## config.mk

```make
export PLATFORM = sky130hd
export DESIGN_NAME = jtlm_lane_mapper
export DESIGN_NICKNAME = d
export VERILOG_FILES = /design/src/jtlm_lane_shifter.v /design/src/jtlm_lane_mapper.v
export VERILOG_INCLUDE_DIRS = /design/src
export SDC_FILE = /design/constraint.sdc
export NUM_CORES = 1
export LEC_CHECK = 0
export ABC_CLOCK_PERIOD_IN_PS = 2400
export BUFFER_PORTS_ARGS = -buffer_cell sky130_fd_sc_hd__buf_2
export CORE_ASPECT_RATIO = 0.6
export CORE_UTILIZATION = 38
export CTS_CLUSTER_SIZE = 16
export DETAILED_ROUTE_END_ITERATION = 10
export PLACE_DENSITY = 0.7
export RECOVER_POWER = 25
export SLEW_MARGIN = 20
export SYNTH_ARGS = -nofsm -noshare
export SYNTH_HDL_FRONTEND = slang
export SYNTH_HIERARCHICAL = 1
export SYNTH_SLANG_ARGS = --single-unit
```

## constraint.sdc

```tcl
create_clock -name ref_clk -period 2.4 [get_ports ref_clk]
set_input_delay 0.48 -clock ref_clk [delete_from_list [all_inputs] [get_ports ref_clk]]
set_output_delay 0.48 -clock ref_clk [all_outputs]
set_load 0.01 [all_outputs]
```

## src/jtlm_defines.vh

```
// Contract
// - quad and dual variants drive eight lanes 0..7; single variant drives four, 0..3.
// - only the lowest lanes of the mode are used; higher lanes power down automatically.
// - in 64B/66B modes multiframe length is derived as 8*32*E/F, not programmed.
// - every tail bit of every frame is sent as zero.
// - each sample goes into its lane frame msb first, lsb last.
// - mode 0: five 12-bit samples plus four tail bits; lane pairs carry even/odd.
// - mode 1: lane 0 A0,A1[11:8]; lane 1 A1[7:0],B0[11:4] or 0x00 single.
// - mode 1: lane 2 B0[3:0],B1; lanes 3..5 repeat for channels C and D.
// - mode 1 frames two octets, two samples per channel; K 16..256 step 16.
`ifndef JTLM_DEFINES_VH
`define JTLM_DEFINES_VH

// ------------------------------------------------------------------
// link modes and frame shapes
// ------------------------------------------------------------------
`define JTLM_MODE_W          4
`define JTLM_MODE_0          4'h0
`define JTLM_MODE_1          4'h1
`define JTLM_SAMPLE_W        12
`define JTLM_SAMPLES_PER_CH  10
`define JTLM_CH_BUS_W        120
`define JTLM_FRAME_W         64
`define JTLM_MODE0_BITS      7'h40
`define JTLM_MODE1_BITS      7'h10
`define JTLM_TAIL_W          4
`define JTLM_MAX_LANES       8
`define JTLM_SINGLE_LANES    4

// ------------------------------------------------------------------
// multiframe length limits
// ------------------------------------------------------------------
`define JTLM_K_W             10
`define JTLM_K_MAX           10'h100
`define JTLM_K_STEP_MODE0    10'h004
`define JTLM_K_STEP_MODE1    10'h010
`define JTLM_K_STEP_OTHER    10'h020
`define JTLM_K_STEP_MODE11   10'h004
`define JTLM_K_FACTOR        10'h100

`endif

```

## src/jtlm_lane_shifter.v

```verilog
`timescale 1ns/1ps
`include "jtlm_defines.vh"

module jtlm_lane_shifter #(
   parameter FRAME_W = `JTLM_FRAME_W
) (
   input  wire               ref_clk,
   input  wire               arst_n,
   input  wire               load,
   input  wire               lane_on,
   input  wire [FRAME_W-1:0] frame,
   output reg                serial_bit
);

   reg [FRAME_W-1:0] shreg;

   // ----------------------------------------------------------------
   // msb-first shifter; a powered-down lane holds zero
   // ----------------------------------------------------------------
   always @(posedge ref_clk or negedge arst_n) begin
      if (!arst_n) begin
         shreg      <= {FRAME_W{1'b0}};
         serial_bit <= 1'b0;
      end else if (!lane_on) begin
         shreg      <= {FRAME_W{1'b0}};
         serial_bit <= 1'b0;
      end else if (load) begin
         serial_bit <= frame[FRAME_W-1];
         shreg      <= {frame[FRAME_W-2:0], 1'b0};
      end else begin
         // zeros fill in behind the frame, so an idle lane sends zeros
         serial_bit <= shreg[FRAME_W-1];
         shreg      <= {shreg[FRAME_W-2:0], 1'b0};
      end
   end

endmodule // jtlm_lane_shifter

```

## src/jtlm_lane_mapper.v

```verilog
`timescale 1ns/1ps
`include "jtlm_defines.vh"

module jtlm_lane_mapper #(
   parameter CHANNELS = 4
) (
   input  wire                        ref_clk,
   input  wire                        arst_n,
   input  wire [`JTLM_MODE_W-1:0]     link_mode_select,
   input  wire [`JTLM_K_W-1:0]        k_request,
   input  wire                        sample_valid,
   input  wire [`JTLM_CH_BUS_W-1:0]   sample_a,
   input  wire [`JTLM_CH_BUS_W-1:0]   sample_b,
   input  wire [`JTLM_CH_BUS_W-1:0]   sample_c,
   input  wire [`JTLM_CH_BUS_W-1:0]   sample_d,
   output reg                         frame_ready,
   output reg                         frame_start,
   output reg  [`JTLM_MAX_LANES-1:0]  lane_active,
   output reg                         mode_unsupported,
   output reg  [`JTLM_K_W-1:0]        multiframe_length,
   output wire                        serial_lane_0,
   output wire                        serial_lane_1,
   output wire                        serial_lane_2,
   output wire                        serial_lane_3,
   output wire                        serial_lane_4,
   output wire                        serial_lane_5,
   output wire                        serial_lane_6,
   output wire                        serial_lane_7
);

   // single variant has half the drivers
   localparam NUM_LANES = (CHANNELS == 1) ? `JTLM_SINGLE_LANES : `JTLM_MAX_LANES;

   // ----------------------------------------------------------------
   // helper functions
   // ----------------------------------------------------------------
   function [`JTLM_SAMPLE_W-1:0] pick;
      input [`JTLM_CH_BUS_W-1:0] s;
      input integer              n;
      begin
         pick = s[n*`JTLM_SAMPLE_W +: `JTLM_SAMPLE_W];
      end
   endfunction

   // mode 0: samples par, par+2, .. par+8, then four zero tail bits
   function [`JTLM_FRAME_W-1:0] mode0_frame;
      input [`JTLM_CH_BUS_W-1:0] s;
      input integer              par;
      integer k;
      begin
         mode0_frame = {`JTLM_FRAME_W{1'b0}};
         for (k = 0; k < 5; k = k + 1) begin
            // earliest sample sits in the leading slot
            mode0_frame[`JTLM_FRAME_W-1-k*`JTLM_SAMPLE_W -: `JTLM_SAMPLE_W] =
               pick(s, 2*k + par);
         end
      end
   endfunction

   // mode 1: three lanes per channel pair, two octets each
   function [`JTLM_FRAME_W-1:0] mode1_frame;
      input [`JTLM_CH_BUS_W-1:0] x;
      input [`JTLM_CH_BUS_W-1:0] y;
      input                      y_ok;
      input integer              pos;
      reg   [11:0]               x0, x1, y0, y1;
      reg   [15:0]               w;
      begin
         x0 = pick(x, 0);
         x1 = pick(x, 1);
         y0 = pick(y, 0);
         y1 = pick(y, 1);
         case (pos)
            0:       w = {x0, x1[11:8]};
            1:       w = {x1[7:0], (y_ok ? y0[11:4] : 8'h00)};
            2:       w = {y0[3:0], y1};
            default: w = 16'h0000;
         endcase
         mode1_frame = {w, 48'h000000000000};
      end
   endfunction

   // lanes used by a mode; everything above is powered down
   function [3:0] lanes_for;
      input [`JTLM_MODE_W-1:0] m;
      begin
         case (m)
            `JTLM_MODE_0: lanes_for = (CHANNELS == 1) ? 4'h2 : ((CHANNELS == 2) ? 4'h4 : 4'h8);
            `JTLM_MODE_1: lanes_for = (CHANNELS == 1) ? 4'h2 : ((CHANNELS == 2) ? 4'h3 : 4'h6);
            default:      lanes_for = 4'h0;
         endcase
      end
   endfunction

   // quantise a requested length to the mode's step, clamped
   function [`JTLM_K_W-1:0] quant;
      input [`JTLM_K_W-1:0] req;
      input [`JTLM_K_W-1:0] step;
      reg   [`JTLM_K_W-1:0] q;
      begin
         q = req - (req % step);
         if (q < step)
            quant = step;
         else if (q > `JTLM_K_MAX)
            quant = `JTLM_K_MAX;
         else
            quant = q;
      end
   endfunction

   // 64B/66B modes get K = 8*32*E/F; others take the programmed value quantised to the mode's step
   function [`JTLM_K_W-1:0] k_for;
      input [`JTLM_MODE_W-1:0] m;
      input [`JTLM_K_W-1:0]    req;
      begin
         case (m)
            4'h0:    k_for = quant(req, `JTLM_K_STEP_MODE0);
            4'h1:    k_for = quant(req, `JTLM_K_STEP_MODE1);
            4'h4:    k_for = (`JTLM_K_FACTOR * 10'h003) / 10'h002;
            4'h5:    k_for = `JTLM_K_FACTOR / 10'h002;
            4'h6:    k_for = (`JTLM_K_FACTOR * 10'h003) / 10'h002;
            4'h7:    k_for = `JTLM_K_FACTOR;
            4'h8:    k_for = `JTLM_K_FACTOR;
            4'he:    k_for = `JTLM_K_FACTOR;
            4'hf:    k_for = (`JTLM_K_FACTOR * 10'h002) / 10'h003;
            4'hb:    k_for = quant(req, `JTLM_K_STEP_MODE11);
            default: k_for = quant(req, `JTLM_K_STEP_OTHER);
         endcase
      end
   endfunction

   // ----------------------------------------------------------------
   // frame acceptance and bit counting
   // ----------------------------------------------------------------
   reg  [6:0]                  bit_left;
   wire                        accept;
   wire [`JTLM_MODE_W-1:0]     mode_now;
   wire [3:0]                  n_lanes;
   wire [6:0]                  frame_bits;

   assign mode_now   = link_mode_select;
   assign n_lanes    = lanes_for(mode_now);
   assign frame_bits = (mode_now == `JTLM_MODE_0) ? `JTLM_MODE0_BITS : `JTLM_MODE1_BITS;
   // unsupported modes are never accepted, so the lanes stay quiet
   assign accept     = sample_valid & frame_ready & (n_lanes != 4'h0);

   // ready returns on the edge that shows the last bit: frames run back to back
   always @(posedge ref_clk or negedge arst_n) begin
      if (!arst_n) begin
         bit_left    <= 7'h00;
         frame_ready <= 1'b1;
         frame_start <= 1'b0;
      end else begin
         frame_start <= accept;
         if (accept) begin
            bit_left    <= frame_bits - 7'h01;
            frame_ready <= 1'b0;
         end else if (bit_left != 7'h00) begin
            bit_left    <= bit_left - 7'h01;
            frame_ready <= (bit_left == 7'h01);
         end
      end
   end

   // ----------------------------------------------------------------
   // lane power and status, follow the mode without any command
   // ----------------------------------------------------------------
   reg [`JTLM_MAX_LANES-1:0] next_lane_active;
   integer                   li;

   always @* begin
      next_lane_active = {`JTLM_MAX_LANES{1'b0}};
      for (li = 0; li < `JTLM_MAX_LANES; li = li + 1) begin
         // lowest lanes only, and never past the variant's drivers
         if ((li < n_lanes) && (li < NUM_LANES))
            next_lane_active[li] = 1'b1;
      end
   end

   // lane power follows a mode change between frames only; flag and length follow it at once
   always @(posedge ref_clk or negedge arst_n) begin
      if (!arst_n) begin
         lane_active       <= {`JTLM_MAX_LANES{1'b0}};
         mode_unsupported  <= 1'b0;
         multiframe_length <= {`JTLM_K_W{1'b0}};
      end else begin
         if (frame_ready)
            lane_active <= next_lane_active;
         mode_unsupported  <= (n_lanes == 4'h0);
         multiframe_length <= k_for(mode_now, k_request);
      end
   end

   // ----------------------------------------------------------------
   // frame building and lane shifters
   // ----------------------------------------------------------------
   reg  [`JTLM_FRAME_W-1:0]    lane_frame [0:`JTLM_MAX_LANES-1];
   wire [`JTLM_MAX_LANES-1:0]  lane_bits;
   wire                        ch_b_ok;
   integer                     fi;

   assign ch_b_ok = (CHANNELS != 1);

   always @* begin
      for (fi = 0; fi < `JTLM_MAX_LANES; fi = fi + 1) begin
         if (mode_now == `JTLM_MODE_0) begin
            case (fi / 2)
               0:       lane_frame[fi] = mode0_frame(sample_a, fi % 2);
               1:       lane_frame[fi] = mode0_frame(sample_b, fi % 2);
               2:       lane_frame[fi] = mode0_frame(sample_c, fi % 2);
               default: lane_frame[fi] = mode0_frame(sample_d, fi % 2);
            endcase
         end else if (fi < 3) begin
            lane_frame[fi] = mode1_frame(sample_a, sample_b, ch_b_ok, fi);
         end else if (fi < 6) begin
            lane_frame[fi] = mode1_frame(sample_c, sample_d, 1'b1, fi - 3);
         end else begin
            lane_frame[fi] = {`JTLM_FRAME_W{1'b0}};
         end
      end
   end

   genvar g;
   generate
      for (g = 0; g < `JTLM_MAX_LANES; g = g + 1) begin : g_lane
         jtlm_lane_shifter #(
            .FRAME_W (`JTLM_FRAME_W)
         ) u_shift (
            .ref_clk    (ref_clk),
            .arst_n     (arst_n),
            .load       (accept),
            .lane_on    (accept ? next_lane_active[g] : lane_active[g]),
            .frame      (lane_frame[g]),
            .serial_bit (lane_bits[g])
         );
      end
   endgenerate

   assign serial_lane_0 = lane_bits[0];
   assign serial_lane_1 = lane_bits[1];
   assign serial_lane_2 = lane_bits[2];
   assign serial_lane_3 = lane_bits[3];
   assign serial_lane_4 = lane_bits[4];
   assign serial_lane_5 = lane_bits[5];
   assign serial_lane_6 = lane_bits[6];
   assign serial_lane_7 = lane_bits[7];

endmodule // jtlm_lane_mapper

```

# Yosys cells after proc, flatten, opt, wreduce, memory -nomap -nowiden

Cells that the tools add are included.
W data, S select, Z words.

Register bits after elaboration: 548
Bits of input ports: 497
Output and inout port bits: 29
Logic and storage cells: 130

Add/sub/neg operators: 5
Magnitude comparators: 14
Equal/unequal tests: 10
Muxes and demuxes: 69
Bitwise logic cells: 2
Reductions and logical operators: 8

Operator list:

| cell                  | number |
|---|---|
| $mux W64              | 23 |
| $mux W10              | 6 |
| $pmux W10 S6          | 1 |
| $mux W52              | 1 |
| $mux W1               | 34 |
| $gt A10 B9 Y1 const B | 3 |
| $mux W7               | 3 |
| $eq A4 B3 Y1 const B  | 4 |
| $eq A4 B4 Y1 const B  | 4 |
| $lt A3 B4 Y1 const A  | 4 |
| $sub A7 B1 Y7 const B | 2 |
| $lt A10 B3 Y1 const B | 1 |
| $lt A10 B5 Y1 const B | 1 |
| $lt A10 B6 Y1 const B | 1 |
| $sub A10 B2 Y10       | 1 |
| $sub A10 B4 Y10       | 1 |
| $sub A10 B5 Y10       | 1 |
| $logic_not A4 Y1      | 2 |
| $lt A1 B4 Y1 const A  | 2 |
| $lt A2 B4 Y1 const A  | 2 |
| $pmux W4 S2           | 1 |
| $eq A7 B1 Y1 const B  | 1 |
| $reduce_bool A7 Y1    | 1 |
| $eq A4 B1 Y1 const B  | 1 |
| 5 further kinds       | 7 |

# Depth between registers and ports, before layout

Gate-level depths: netlist (run 1).

Word-level depth: 6
Depth in mapped cells: 9
Depth with buffers taken out: 6

# Modules after synthesis

The synthesis (run 1) kept the hierarchy.

Modules (own cells, without submodules):

| module            | instances | cells each | area each (um2) |
|---|---|---|---|
| jtlm_lane_shifter | 8         | 205        | 2762.6 |
| jtlm_lane_mapper  | 1         | 692        | 5052.3 |

# Least setup slack after synthesis (run 1)

Ideal clock, no wire load.

Path kind: input -> register
Start point: in link_mode_select[2]
End point: reg g_lane[0].u_shift.shreg[53]
Setup time: 0.120 ns
Arrival: 2.034 ns
Required time: 2.280 ns
Slack: 0.246 ns
Cell stages on the path: 8
Cells stage by stage: clkbuf_1 -> nor3_1 -> nand3_1 -> inv_1 -> buf_6 -> buf_8 -> mux2i_1 -> nor2b_1

Cells in the longest elaborated chain, start to end: 6
Elaborated cells between the ends (all ways): 10
Classes of those cells: order compare: 1; eq/ne: 1; mux: 5; bitwise: 1; reduce/logical: 2

Ends and longest elaborated chain:

| element                                                 | line                                           | text |
|---|---|---|
| start, declared                                         | jtlm_lane_mapper.v:9                           | `` input wire [`JTLM_MODE_W-1:0] link_mode_select, `` |
| $eq A4 B1 Y1 / $logic_not A4 Y1 (equally long branches) | --                                             |  |
| $pmux W4 S2 (*)                                         | jtlm_lane_mapper.v:87                          | `case (m)` |
| $reduce_bool A4 Y1 (*)                                  | jtlm_lane_mapper.v:145                         | `assign accept = sample_valid & frame_ready & (n_lanes != 4'h0);` |
| $and A1 B1 Y1 (*)                                       | jtlm_lane_mapper.v:145                         |  |
| via accept                                              | jtlm_lane_mapper.v:136                         | `wire accept;` |
| $mux W64 / $mux W1 (equally long branches)              | jtlm_lane_shifter.v:27, jtlm_lane_mapper.v:232 |  |
| $mux W64 (*)                                            | jtlm_lane_shifter.v:24                         | `end else if (!lane_on) begin` |
| end signal, assigned                                    | jtlm_lane_shifter.v:22                         | `shreg <= {FRAME_W{1'b0}};` |
| end signal, assigned                                    | jtlm_lane_shifter.v:25                         | `shreg <= {FRAME_W{1'b0}};` |
| end signal, assigned                                    | jtlm_lane_shifter.v:29                         | `shreg <= {frame[FRAME_W-2:0], 1'b0};` |
| end, declared                                           | jtlm_lane_shifter.v:15                         | `reg [FRAME_W-1:0] shreg;` |

Mark *: on every way through the listed nets, which the timed path passes. The rest lies on a longest branch.
A chain may end at the register's enable or synchronous reset.

# Final worst setup path (run 1)

Start point: reg frame_ready
End point: out frame_ready

RTL lines:

| element                | line                   | text |
|---|---|---|
| start, declared        | jtlm_lane_mapper.v:16  | `output reg frame_ready,` |
| start signal, assigned | jtlm_lane_mapper.v:160 | `frame_ready <= (bit_left == 7'h01);` |

No word-level cell between the ends.

==> flow_metrics.env, run 1 <==
export IMPL_final_max_slew_viol_count=0
export IMPL_ys_ff_latch=534
export IMPL_syn_area_per_cell_sq_um=11.6
export IMPL_die_h_microns=209
export IMPL_seq_area_sq_um=13400
export IMPL_grtUsageTotal_pct=19.0
export IMPL_io_pins=526
export IMPL_fin_skew_ns=0.0315
export IMPL_p_sw_uw=5310
export IMPL_seqPwrFrac_pct=43.3
export IMPL_path_class="register to primary output"
export IMPL_power_leakage_uw=0.0149
export IMPL_hold_viol_final=0
export IMPL_crit_start="frame_ready"
export IMPL_synth_area_sq_um=27200
export IMPL_drive_gt1_share_pct=27.8
export IMPL_cp_data_arrival_time_ns=1.65
export IMPL_core_area_sq_um=70300
export IMPL_cts_tree="built"
export IMPL_placed_area_sq_um=30900
export IMPL_clockBufferDepth=3
export IMPL_synth_area_leaders="dfrtp_1 49%, mux2i_1 19%, nor2b_1 12%"
export IMPL_fillers=6471
export IMPL_htreeDepth=2
export IMPL_cp_start_kind="register"
export IMPL_async_flop_share_pct=100
export IMPL_endpoint_kind="primary output"
export IMPL_insertion_delay_ns=0.61
export IMPL_nets=3322
export IMPL_vdd_drop_max_v=0.000473
export IMPL_holdPathEnd="multiframe_length[4]"
export IMPL_finalSetupViolations=0
export IMPL_fin_area_sq_um=32700
export IMPL_overflow=0
export IMPL_whs_ns=0.108
export IMPL_status="finished, final reports clean"
export IMPL_worst_pin_slew_ns=1.26
export IMPL_hold_path_depth=2
export IMPL_cp_required_ns=1.92
export IMPL_numPortBuffers=522
export IMPL_power_density_nw_per_um2=647
export IMPL_place_gp_congestion=0.794
export IMPL_synthCells=2332
export IMPL_synth_top_area_share_pct=49.1
export IMPL_grt_setup_unrepaired="false"
export IMPL_grt_pass1_vias=18500
export IMPL_cap_violations=0
export IMPL_clkTransAtPathRegs_ns=0.06
export IMPL_hp_class="input port to register"
export IMPL_synth_warnings=6
export IMPL_ant_nets=0
export IMPL_cp_max_fo=6
export IMPL_post_synth_top_count_cell="dfrtp_1"
export IMPL_vias=18400
export IMPL_fin_total_pwr_uw=21200
export IMPL_routed_wl_microns=69700
export IMPL_antenna_found_initial=20
export IMPL_cts_resized=0
export IMPL_synth_edff_count=0
export IMPL_area_growth_pct=20.4
export IMPL_fin_setup_tns_ns=0
export IMPL_drc=0
export IMPL_cts_sinks=534
export IMPL_timing_rr_start="bit_left[0]"
export IMPL_yosys_top_cells_count="533 x dfrtp_1, 506 x mux2i_1, 504 x nor2b_1"
export IMPL_period_share_pct=88.7
export IMPL_routed_wire_length_per_instance_microns=18.4
export IMPL_dp_hpwl_microns=48400
export IMPL_via_per_inst=4.86
export IMPL_timing_rr_end="bit_left[1]"
export IMPL_reg2reg_depth=6
export IMPL_grt_max_degree=123
export IMPL_fin_util_pct=46.5
export IMPL_cts_buffers_inserted=53
export IMPL_cts_root_buffer="clkbuf_16"
export IMPL_hp_start="k_request[9]"
export IMPL_multi_input_area_sq_um=12400
export IMPL_rows=75
export IMPL_first_pass_iters=5
export IMPL_synth_top_cell_by_area="dfrtp_1"
export IMPL_dieArea_sq_um=72600
export IMPL_max_slew_margin_pct=16.3
export IMPL_reg2reg_slack_ns=0.41
export IMPL_fmax_mhz=470
export IMPL_layout_min_cycle_time_ns=2.13
export IMPL_synth_ff_type="dfrtp_1"
export IMPL_combPwrFrac_pct=14.7
export IMPL_chipWidth_microns=347
export IMPL_clkPwrFrac_pct=42.1
export IMPL_internal_power_uw=15900
export IMPL_p_sw_share_pct=25.1
export IMPL_start_util_pct=38.6
export IMPL_drt_iter0_drc=1345
export IMPL_synthDistinctLibCells=49
export IMPL_synth_seq_area_share_pct=49.2
export IMPL_grt_pass1_wl_microns=108000
## worst max path at each step
stage,endpoint,slack (ns),cells past startpoint
CTS,bit_left[1],0.42,6
finish,frame_ready,0.27,2
global route,frame_ready,0.18,4
detailed placement,g_lane[3].u_shift/shreg[52],0.05,6
global placement,g_lane[3].u_shift/shreg[52],0.02,6
floorplan,g_lane[0].u_shift/shreg[53],0.25,8
## registers in the layout, indices dropped and copies added (netlist names)
| register | flops |
|---|---|
| bit_left | 7 |
| frame_start | 1 |
| multiframe_length | 9 |
| lane_active | 3 |
| mode_unsupported | 1 |
| g_lane.u_shift/shreg | 504 |
| g_lane.u_shift/serial_bit | 8 |
| frame_ready | 1 |
## kinds of logic after synthesis
logic type,after synthesis,share of synthesized area [%]
compound gates,33,0.825
xor+xnor,3,0.0968
fa+ha+maj,2,0.0921
buf+inv,229,5.73
flops,534,49.2
mux,590,22.5
other cells,1,0.0138
simple gates,940,21.5
## worst max-delay path, cell delays in order (launching register included)
cell and delay (ns):
dfstp_1 0.52, clkbuf_1 0.30, buf_2 0.22
## stage by stage
step                      cells  setup WS, ns
after global placement     3691        0.0191
after detailed placement   3691        0.0530
after CTS                  3788         0.416
after floorplan            2365         0.246
after global routing       3791         0.177
final                      3795         0.272
## cells in the final DEF (no fill, tap or decap), types with 3 or more instances in the layout
| cell type | n |
|---|---|
| nor4_1 | 3 |
| a21oi_1 | 8 |
| clkinvlp_4 | 4 |
| buf_12 | 41 |
| buf_4 | 46 |
| buf_2 | 521 |
| clkbuf_8 | 11 |
| nor2_1 | 8 |
| mux2_2 | 55 |
| mux2i_1 | 506 |
| bufinv_16 | 7 |
| dfrtp_1 | 533 |
| and3_1 | 392 |
| nor2b_1 | 504 |
| inv_1 | 10 |
| o221ai_1 | 3 |
| clkinv_2 | 5 |
| xnor2_1 | 3 |
| clkbuf_16 | 54 |
| conb_1 | 34 |
| o21ai_0 | 7 |
| mux2_4 | 29 |
| clkbuf_1 | 17 |
| diode_2 | 7 |
| nand2_1 | 8 |
| nor3_1 | 5 |
## final cells by class
cell class | count | share of cell area [%]
Antenna cell | 7 | 0.0536
Tap cell | 924 | 3.54
Sequential cell | 534 | 40.9
Clock buffer | 76 | 4.72
Multi-Input combinational cell | 1602 | 37.9
Clock inverter | 20 | 0.942
Inverter | 11 | 0.149
Timing Repair Buffer | 621 | 11.8
## timing repair
action	4_1_cts	5_1_grt
hold endpoints to repair	32	0
setup endpoints to repair	0	0
setup buffers	0	0
hold buffers	1	0
## routing by layer
| layer | vias up | global-route usage (%) | wire (microns) |
|---|---|---|---|
| li1 | 8905 | - | - |
| met1 | 9055 | 28.6 | 34800 |
| met2 | 369 | 27.7 | 29600 |
| met3 | 99 | 4.03 | 3830 |
| met4 | 12 | 4.42 | 1360 |
| met5 | - | 0 | 73 |
## power by group through the flow
stage               registers [uW]  clock network (uW)  logic, uW
floorplan                     9330                   0       1790
global placement              9330                   0       3140
CTS                           9160                9200       3160
global route                  9160                9510       3360
finish                        9160                8900       3100
detailed placement            9330                   0       3140
Note: power is estimated with default switching activity, not from simulation.
==> inputs of run 2 (changes only) <==
- CELL_PAD_IN_SITES_DETAIL_PLACEMENT: default -> 1
- CELL_PAD_IN_SITES_GLOBAL_PLACEMENT: default -> 2
- CORE_UTILIZATION: 38 -> 37
- GPL_ROUTABILITY_DRIVEN: default -> 0
- PLACE_DENSITY: 0.7 -> 0.93
==> flow_metrics.env, run 2 (same netlist as run 1, synthesis figures left out) <==
export IMPL_timing_rr_end="g_lane[3].u_shift/shreg[21]"
export IMPL_max_slew_margin_pct=10.1
export IMPL_reg2reg_slack_ns=0.29
export IMPL_cp_start_kind="register"
export IMPL_timing_rr_start="frame_ready"
export IMPL_nets=3345
export IMPL_start_util_pct=37.6
export IMPL_vdd_drop_max_v=0.000554
export IMPL_insertion_delay_ns=0.63
export IMPL_p_sw_uw=5440
export IMPL_top_register="g_lane.u_shift/shreg"
export IMPL_hold_viol_final=0
export IMPL_internal_power_uw=15800
export IMPL_drt_iter0_drc=1151
export IMPL_numPortBuffers=522
export IMPL_cap_violations=0
export IMPL_whs_ns=0.0939
export IMPL_final_common_cell="dfrtp_1"
export IMPL_grt_max_degree=97
export IMPL_cts_root_buffer="clkbuf_16"
export IMPL_critPathCapture="g_lane[3].u_shift/shreg[21]"
export IMPL_fillers=7849
export IMPL_cts_resized=0
export IMPL_ant_nets=0
export IMPL_period_share_pct=87.7
export IMPL_layout_min_cycle_time_ns=2.11
export IMPL_endpoint_kind="register"
export IMPL_power_leakage_uw=0.0150
export IMPL_combPwrFrac_pct=14.9
export IMPL_grt_setup_unrepaired="false"
export IMPL_largest_register_ffs=504
export IMPL_dp_hpwl_microns=57400
export IMPL_grtUsageTotal_pct=21.6
export IMPL_overflow=0
export IMPL_status="finished, final reports clean"
export IMPL_path_cells="nand3_1 > inv_8 > buf_4 > mux2i_1 > nor2b_1"
export IMPL_fin_util_pct=45.7
export IMPL_cp_required_ns=2.91
export IMPL_crit_start="frame_ready"
export IMPL_die_h_microns=212
export IMPL_reg2reg_depth=5
export IMPL_p_sw_share_pct=25.6
export IMPL_area_growth_pct=21.4
export IMPL_cts_tree="built"
export IMPL_drive_gt1_share_pct=28.3
export IMPL_clockBufferDepth=3
export IMPL_final_max_slew_viol_count=0
export IMPL_slowest_stage="dfstp_2"
export IMPL_routed_wl_microns=80900
export IMPL_drc=0
export IMPL_htreeDepth=2
export IMPL_largestRegisters="g_lane.u_shift/shreg x504, multiframe_length x9, g_lane.u_shift/serial_bit x8"
export IMPL_cp_data_arrival_time_ns=2.62
export IMPL_mostFrequentLayoutCells="533 x dfrtp_1, 520 x buf_2, 506 x mux2i_1"
export IMPL_cts_sinks=534
export IMPL_cp_max_fo=27
export IMPL_worst_pin_slew_ns=1.35
export IMPL_rows=76
export IMPL_fin_skew_ns=0.0409
export IMPL_clkTransAtPathRegs_ns=0.07
export IMPL_power_density_nw_per_um2=645
export IMPL_io_pins=526
export IMPL_routed_wire_length_per_instance_microns=20.9
export IMPL_via_per_inst=4.98
export IMPL_first_pass_iters=5
export IMPL_fmax_mhz=475
export IMPL_vias=19300
export IMPL_critPathMaxStageDelay_ns=0.65
export IMPL_dp_cells=3764
export IMPL_seqPwrFrac_pct=43.2
export IMPL_grt_pass1_vias=21300
export IMPL_chipWidth_microns=352
export IMPL_finalNonFillerCells=3879
export IMPL_path_class="register to register"
export IMPL_clkPwrFrac_pct=41.9
export IMPL_hp_class="input port to register"
export IMPL_core_area_sq_um=72200
export IMPL_cts_buffers_inserted=54
export IMPL_grt_pass1_wl_microns=125000
export IMPL_finalSetupViolations=0
export IMPL_antenna_found_initial=31
export IMPL_dieArea_sq_um=74500
==> run 2: per-stage QoR <==
| stage | power [uW] | setup slack, ns | TNS (ns) | instance area, sq um |
|---|---|---|---|---|
| after floorplan | 11100 | 0.246 | 0 | 27300 |
| after global placement | 12400 | 0.0216 | 0 | 31200 |
| after detailed placement | 12500 | -0.0206 | -0.0206 | 31200 |
| after CTS | 21600 | 0.289 | 0 | 33000 |
| after global routing | 22100 | 0.127 | 0 | 33000 |
| final | 21300 | 0.295 | 0 | 33000 |
==> run 2: power groups by stage <==
stage / sequential, uW / clock, uW / combinational [uW]
finish: 9180 / 8920 / 3160
global route: 9190 / 9500 / 3430
CTS: 9180 / 9210 / 3220
detailed placement: 9340 / 0 / 3200
global placement: 9330 / 0 / 3110
floorplan: 9330 / 0 / 1790
==> run 2: final cells by class <==
cell class | instances | area, sq um | share of cell area (%)
antenna | 14 | 35.0 | 0.106
multi-input combinational | 1602 | 12400 | 37.6
tap | 975 | 1220 | 3.70
inverter | 11 | 48.8 | 0.148
sequential | 534 | 13400 | 40.5
clock buffer | 82 | 1650 | 5.00
timing repair buffer | 643 | 4050 | 12.3
clock inverter | 18 | 218 | 0.660
==> run 2: how the worst min path moves through the flow <==
stage                 start                           to  slack [ns]  depth (start not counted)
5_1_grt        k_request[9]         multiframe_length[4]        0.08                          2
3_3_place_gp         arst_n  g_lane[6].u_shift/shreg[20]        0.42                          1
2_1_floorplan        arst_n                  bit_left[0]        0.18                          0
6_report       k_request[9]         multiframe_length[4]        0.09                          2
4_1_cts        k_request[9]         multiframe_length[4]        0.04                          2
3_5_place_dp         arst_n  g_lane[6].u_shift/shreg[19]        0.43                          1
==> run 2: critical path: cells and delay by family, from the launching register on <==
family | cells | cell delay (ns)
DFF | 1 | 0.65
buffers and inverters | 2 | 0.65
muxes | 1 | 0.34
and+or+nand+nor | 2 | 0.33
==> run 2: what timing repair did <==
action,CTS,global route
hold buffers,1,0
setup buffers,0,0
hold endpoints to repair,31,0
==> run 2: per-layer routing <==
layer	part of all wire [%]	vias to the layer above	track usage, %
met5	0.20	-	0
met4	2.3	24	6.60
met3	5.3	146	4.63
met2	46	424	34.1
met1	46	9777	29.7
li1	-	8940	-
==> inputs of run 3 (changes only) <==
- HOLD_SLACK_MARGIN: default -> 0.12
- TNS_END_PERCENT: default -> 20
==> flow_metrics.env, run 3 (same netlist as run 1, synthesis figures left out) <==
export IMPL_grt_pass1_wl_microns=125000
export IMPL_status="finished, final reports clean"
export IMPL_drive_gt1_share_pct=28.2
export IMPL_cts_root_buffer="clkbuf_16"
export IMPL_p_sw_share_pct=25.6
export IMPL_cts_buffers_inserted=54
export IMPL_pre_cts_slack_ns=-0.0206
export IMPL_clkPwrFrac_pct=41.9
export IMPL_cts_sinks=534
export IMPL_cp_start_kind="register"
export IMPL_finalNonFillerCells=3895
export IMPL_holdPathEnd="g_lane[0].u_shift/shreg[58]"
export IMPL_start_util_pct=37.6
export IMPL_chipWidth_microns=352
export IMPL_reg2reg_slack_ns=0.29
export IMPL_clockBufferDepth=3
export IMPL_rows=76
export IMPL_timing_rr_start="frame_ready"
export IMPL_power_leakage_uw=0.0151
export IMPL_via_per_inst=4.98
export IMPL_dieArea_sq_um=74500
export IMPL_grt_pass1_vias=21400
export IMPL_period_share_pct=88.0
export IMPL_power_density_nw_per_um2=643
export IMPL_largest_register_ffs=504
export IMPL_numPortBuffers=522
export IMPL_hold_path_depth=3
export IMPL_vdd_drop_max_v=0.000555
export IMPL_max_slew_margin_pct=10.4
export IMPL_routed_wl_microns=81100
export IMPL_vias=19400
export IMPL_mostFrequentLayoutCells="533 x dfrtp_1, 521 x buf_2, 506 x mux2i_1"
export IMPL_top_register="g_lane.u_shift/shreg"
export IMPL_nets=3359
export IMPL_reg2reg_depth=5
export IMPL_core_area_sq_um=72200
export IMPL_hp_start="sample_a[5]"
export IMPL_final_setup_worst_slack_ns=0.287
export IMPL_endpoint_kind="register"
export IMPL_htreeDepth=2
export IMPL_layout_min_cycle_time_ns=2.11
export IMPL_drt_iter0_drc=1109
export IMPL_p_sw_uw=5450
export IMPL_internal_power_uw=15800
export IMPL_path_class="register to register"
export IMPL_crit_start="frame_ready"
export IMPL_worst_pin_slew_ns=1.34
export IMPL_fin_skew_ns=0.0411
export IMPL_postCtsSetupRepairBufs=0
export IMPL_ant_nets=0
export IMPL_drc=0
export IMPL_hold_viol_final=0
export IMPL_grtUsageTotal_pct=21.7
export IMPL_dp_cells=3764
export IMPL_seqPwrFrac_pct=43.1
export IMPL_cts_tree="built"
export IMPL_first_pass_iters=5
export IMPL_antenna_found_initial=31
export IMPL_combPwrFrac_pct=15.0
export IMPL_cap_violations=0
export IMPL_overflow=0
export IMPL_hp_class="input port to register"
export IMPL_final_max_slew_viol_count=0
export IMPL_cp_data_arrival_time_ns=2.62
export IMPL_cp_max_fo=27
export IMPL_dp_hpwl_microns=57400
export IMPL_clkTransAtPathRegs_ns=0.07
export IMPL_cp_required_ns=2.91
export IMPL_fmax_mhz=473
export IMPL_io_pins=526
export IMPL_final_common_cell="dfrtp_1"
export IMPL_die_h_microns=212
export IMPL_finalSetupViolations=0
export IMPL_grt_max_degree=97
export IMPL_routed_wire_length_per_instance_microns=20.8
export IMPL_timing_rr_end="g_lane[3].u_shift/shreg[21]"
export IMPL_grt_setup_unrepaired="false"
export IMPL_largestRegisters="g_lane.u_shift/shreg x504, multiframe_length x9, g_lane.u_shift/serial_bit x8"
export IMPL_insertion_delay_ns=0.63
export IMPL_area_growth_pct=22.0
[run 3: power by group through the flow]
stage                     clock [uW]  combinational (uW)  sequential (uW)
after floorplan                    0                1790             9330
after global placement             0                3110             9330
after detailed placement           0                3200             9340
after CTS                       9210                3240             9180
after global routing            9500                3450             9190
final                           8920                3190             9180
[run 3: final cells by class]
cell class	count	area [sq um]
fill	7850	39000
inverter	11	48.8
antenna	16	40.0
sequential	534	13400
multi-input combinational	1602	12400
clock inverter	18	218
clock buffer	82	1650
tap	975	1220
timing repair buffer	657	4190
[run 3: per-stage QoR]
stage	util, %	instance area, sq um	setup TNS [ns]	hold slack [ns]	power, uW
3_5_place_dp	43.2	31200	-0.0206	0.427	12500
5_1_grt	45.9	33100	0	0.151	22100
3_3_place_gp	43.2	31200	0	0.421	12400
4_1_cts	46.0	33200	0	0.138	21600
2_1_floorplan	-	27300	0	0.184	11100
6_report	45.9	33100	0	0.190	21300
[run 3: critical path, cell delays in order (launching register included)]
cell and delay [ns]:
dfstp_2 0.65, nand3_1 0.24, inv_8 0.23, buf_4 0.42, mux2i_1 0.34, nor2b_1 0.09
[run 3: worst max-delay path by stage]
stage	end	depth (start not counted)
2_1_floorplan	g_lane[0].u_shift/shreg[53]	8
3_3_place_gp	g_lane[3].u_shift/shreg[21]	8
3_5_place_dp	g_lane[3].u_shift/shreg[21]	8
4_1_cts	g_lane[3].u_shift/shreg[21]	5
5_1_grt	g_lane[3].u_shift/shreg[50]	4
6_report	g_lane[3].u_shift/shreg[21]	5
[run 3: per-layer routing]
layer | vias up | part of all wire, % | track usage [%]
li1 | 8962 | - | -
met1 | 9841 | 46 | 29.7
met2 | 432 | 46 | 34.2
met3 | 143 | 5.4 | 4.64
met4 | 24 | 2.3 | 6.67
met5 | - | 0.19 | 0
[run 3: timing repair]
| item | CTS | global route |
|---|---|---|
| hold buffers | 15 | 0 |
| hold endpoints to repair | 73 | 0 |
| resized for setup | 0 | 0 |
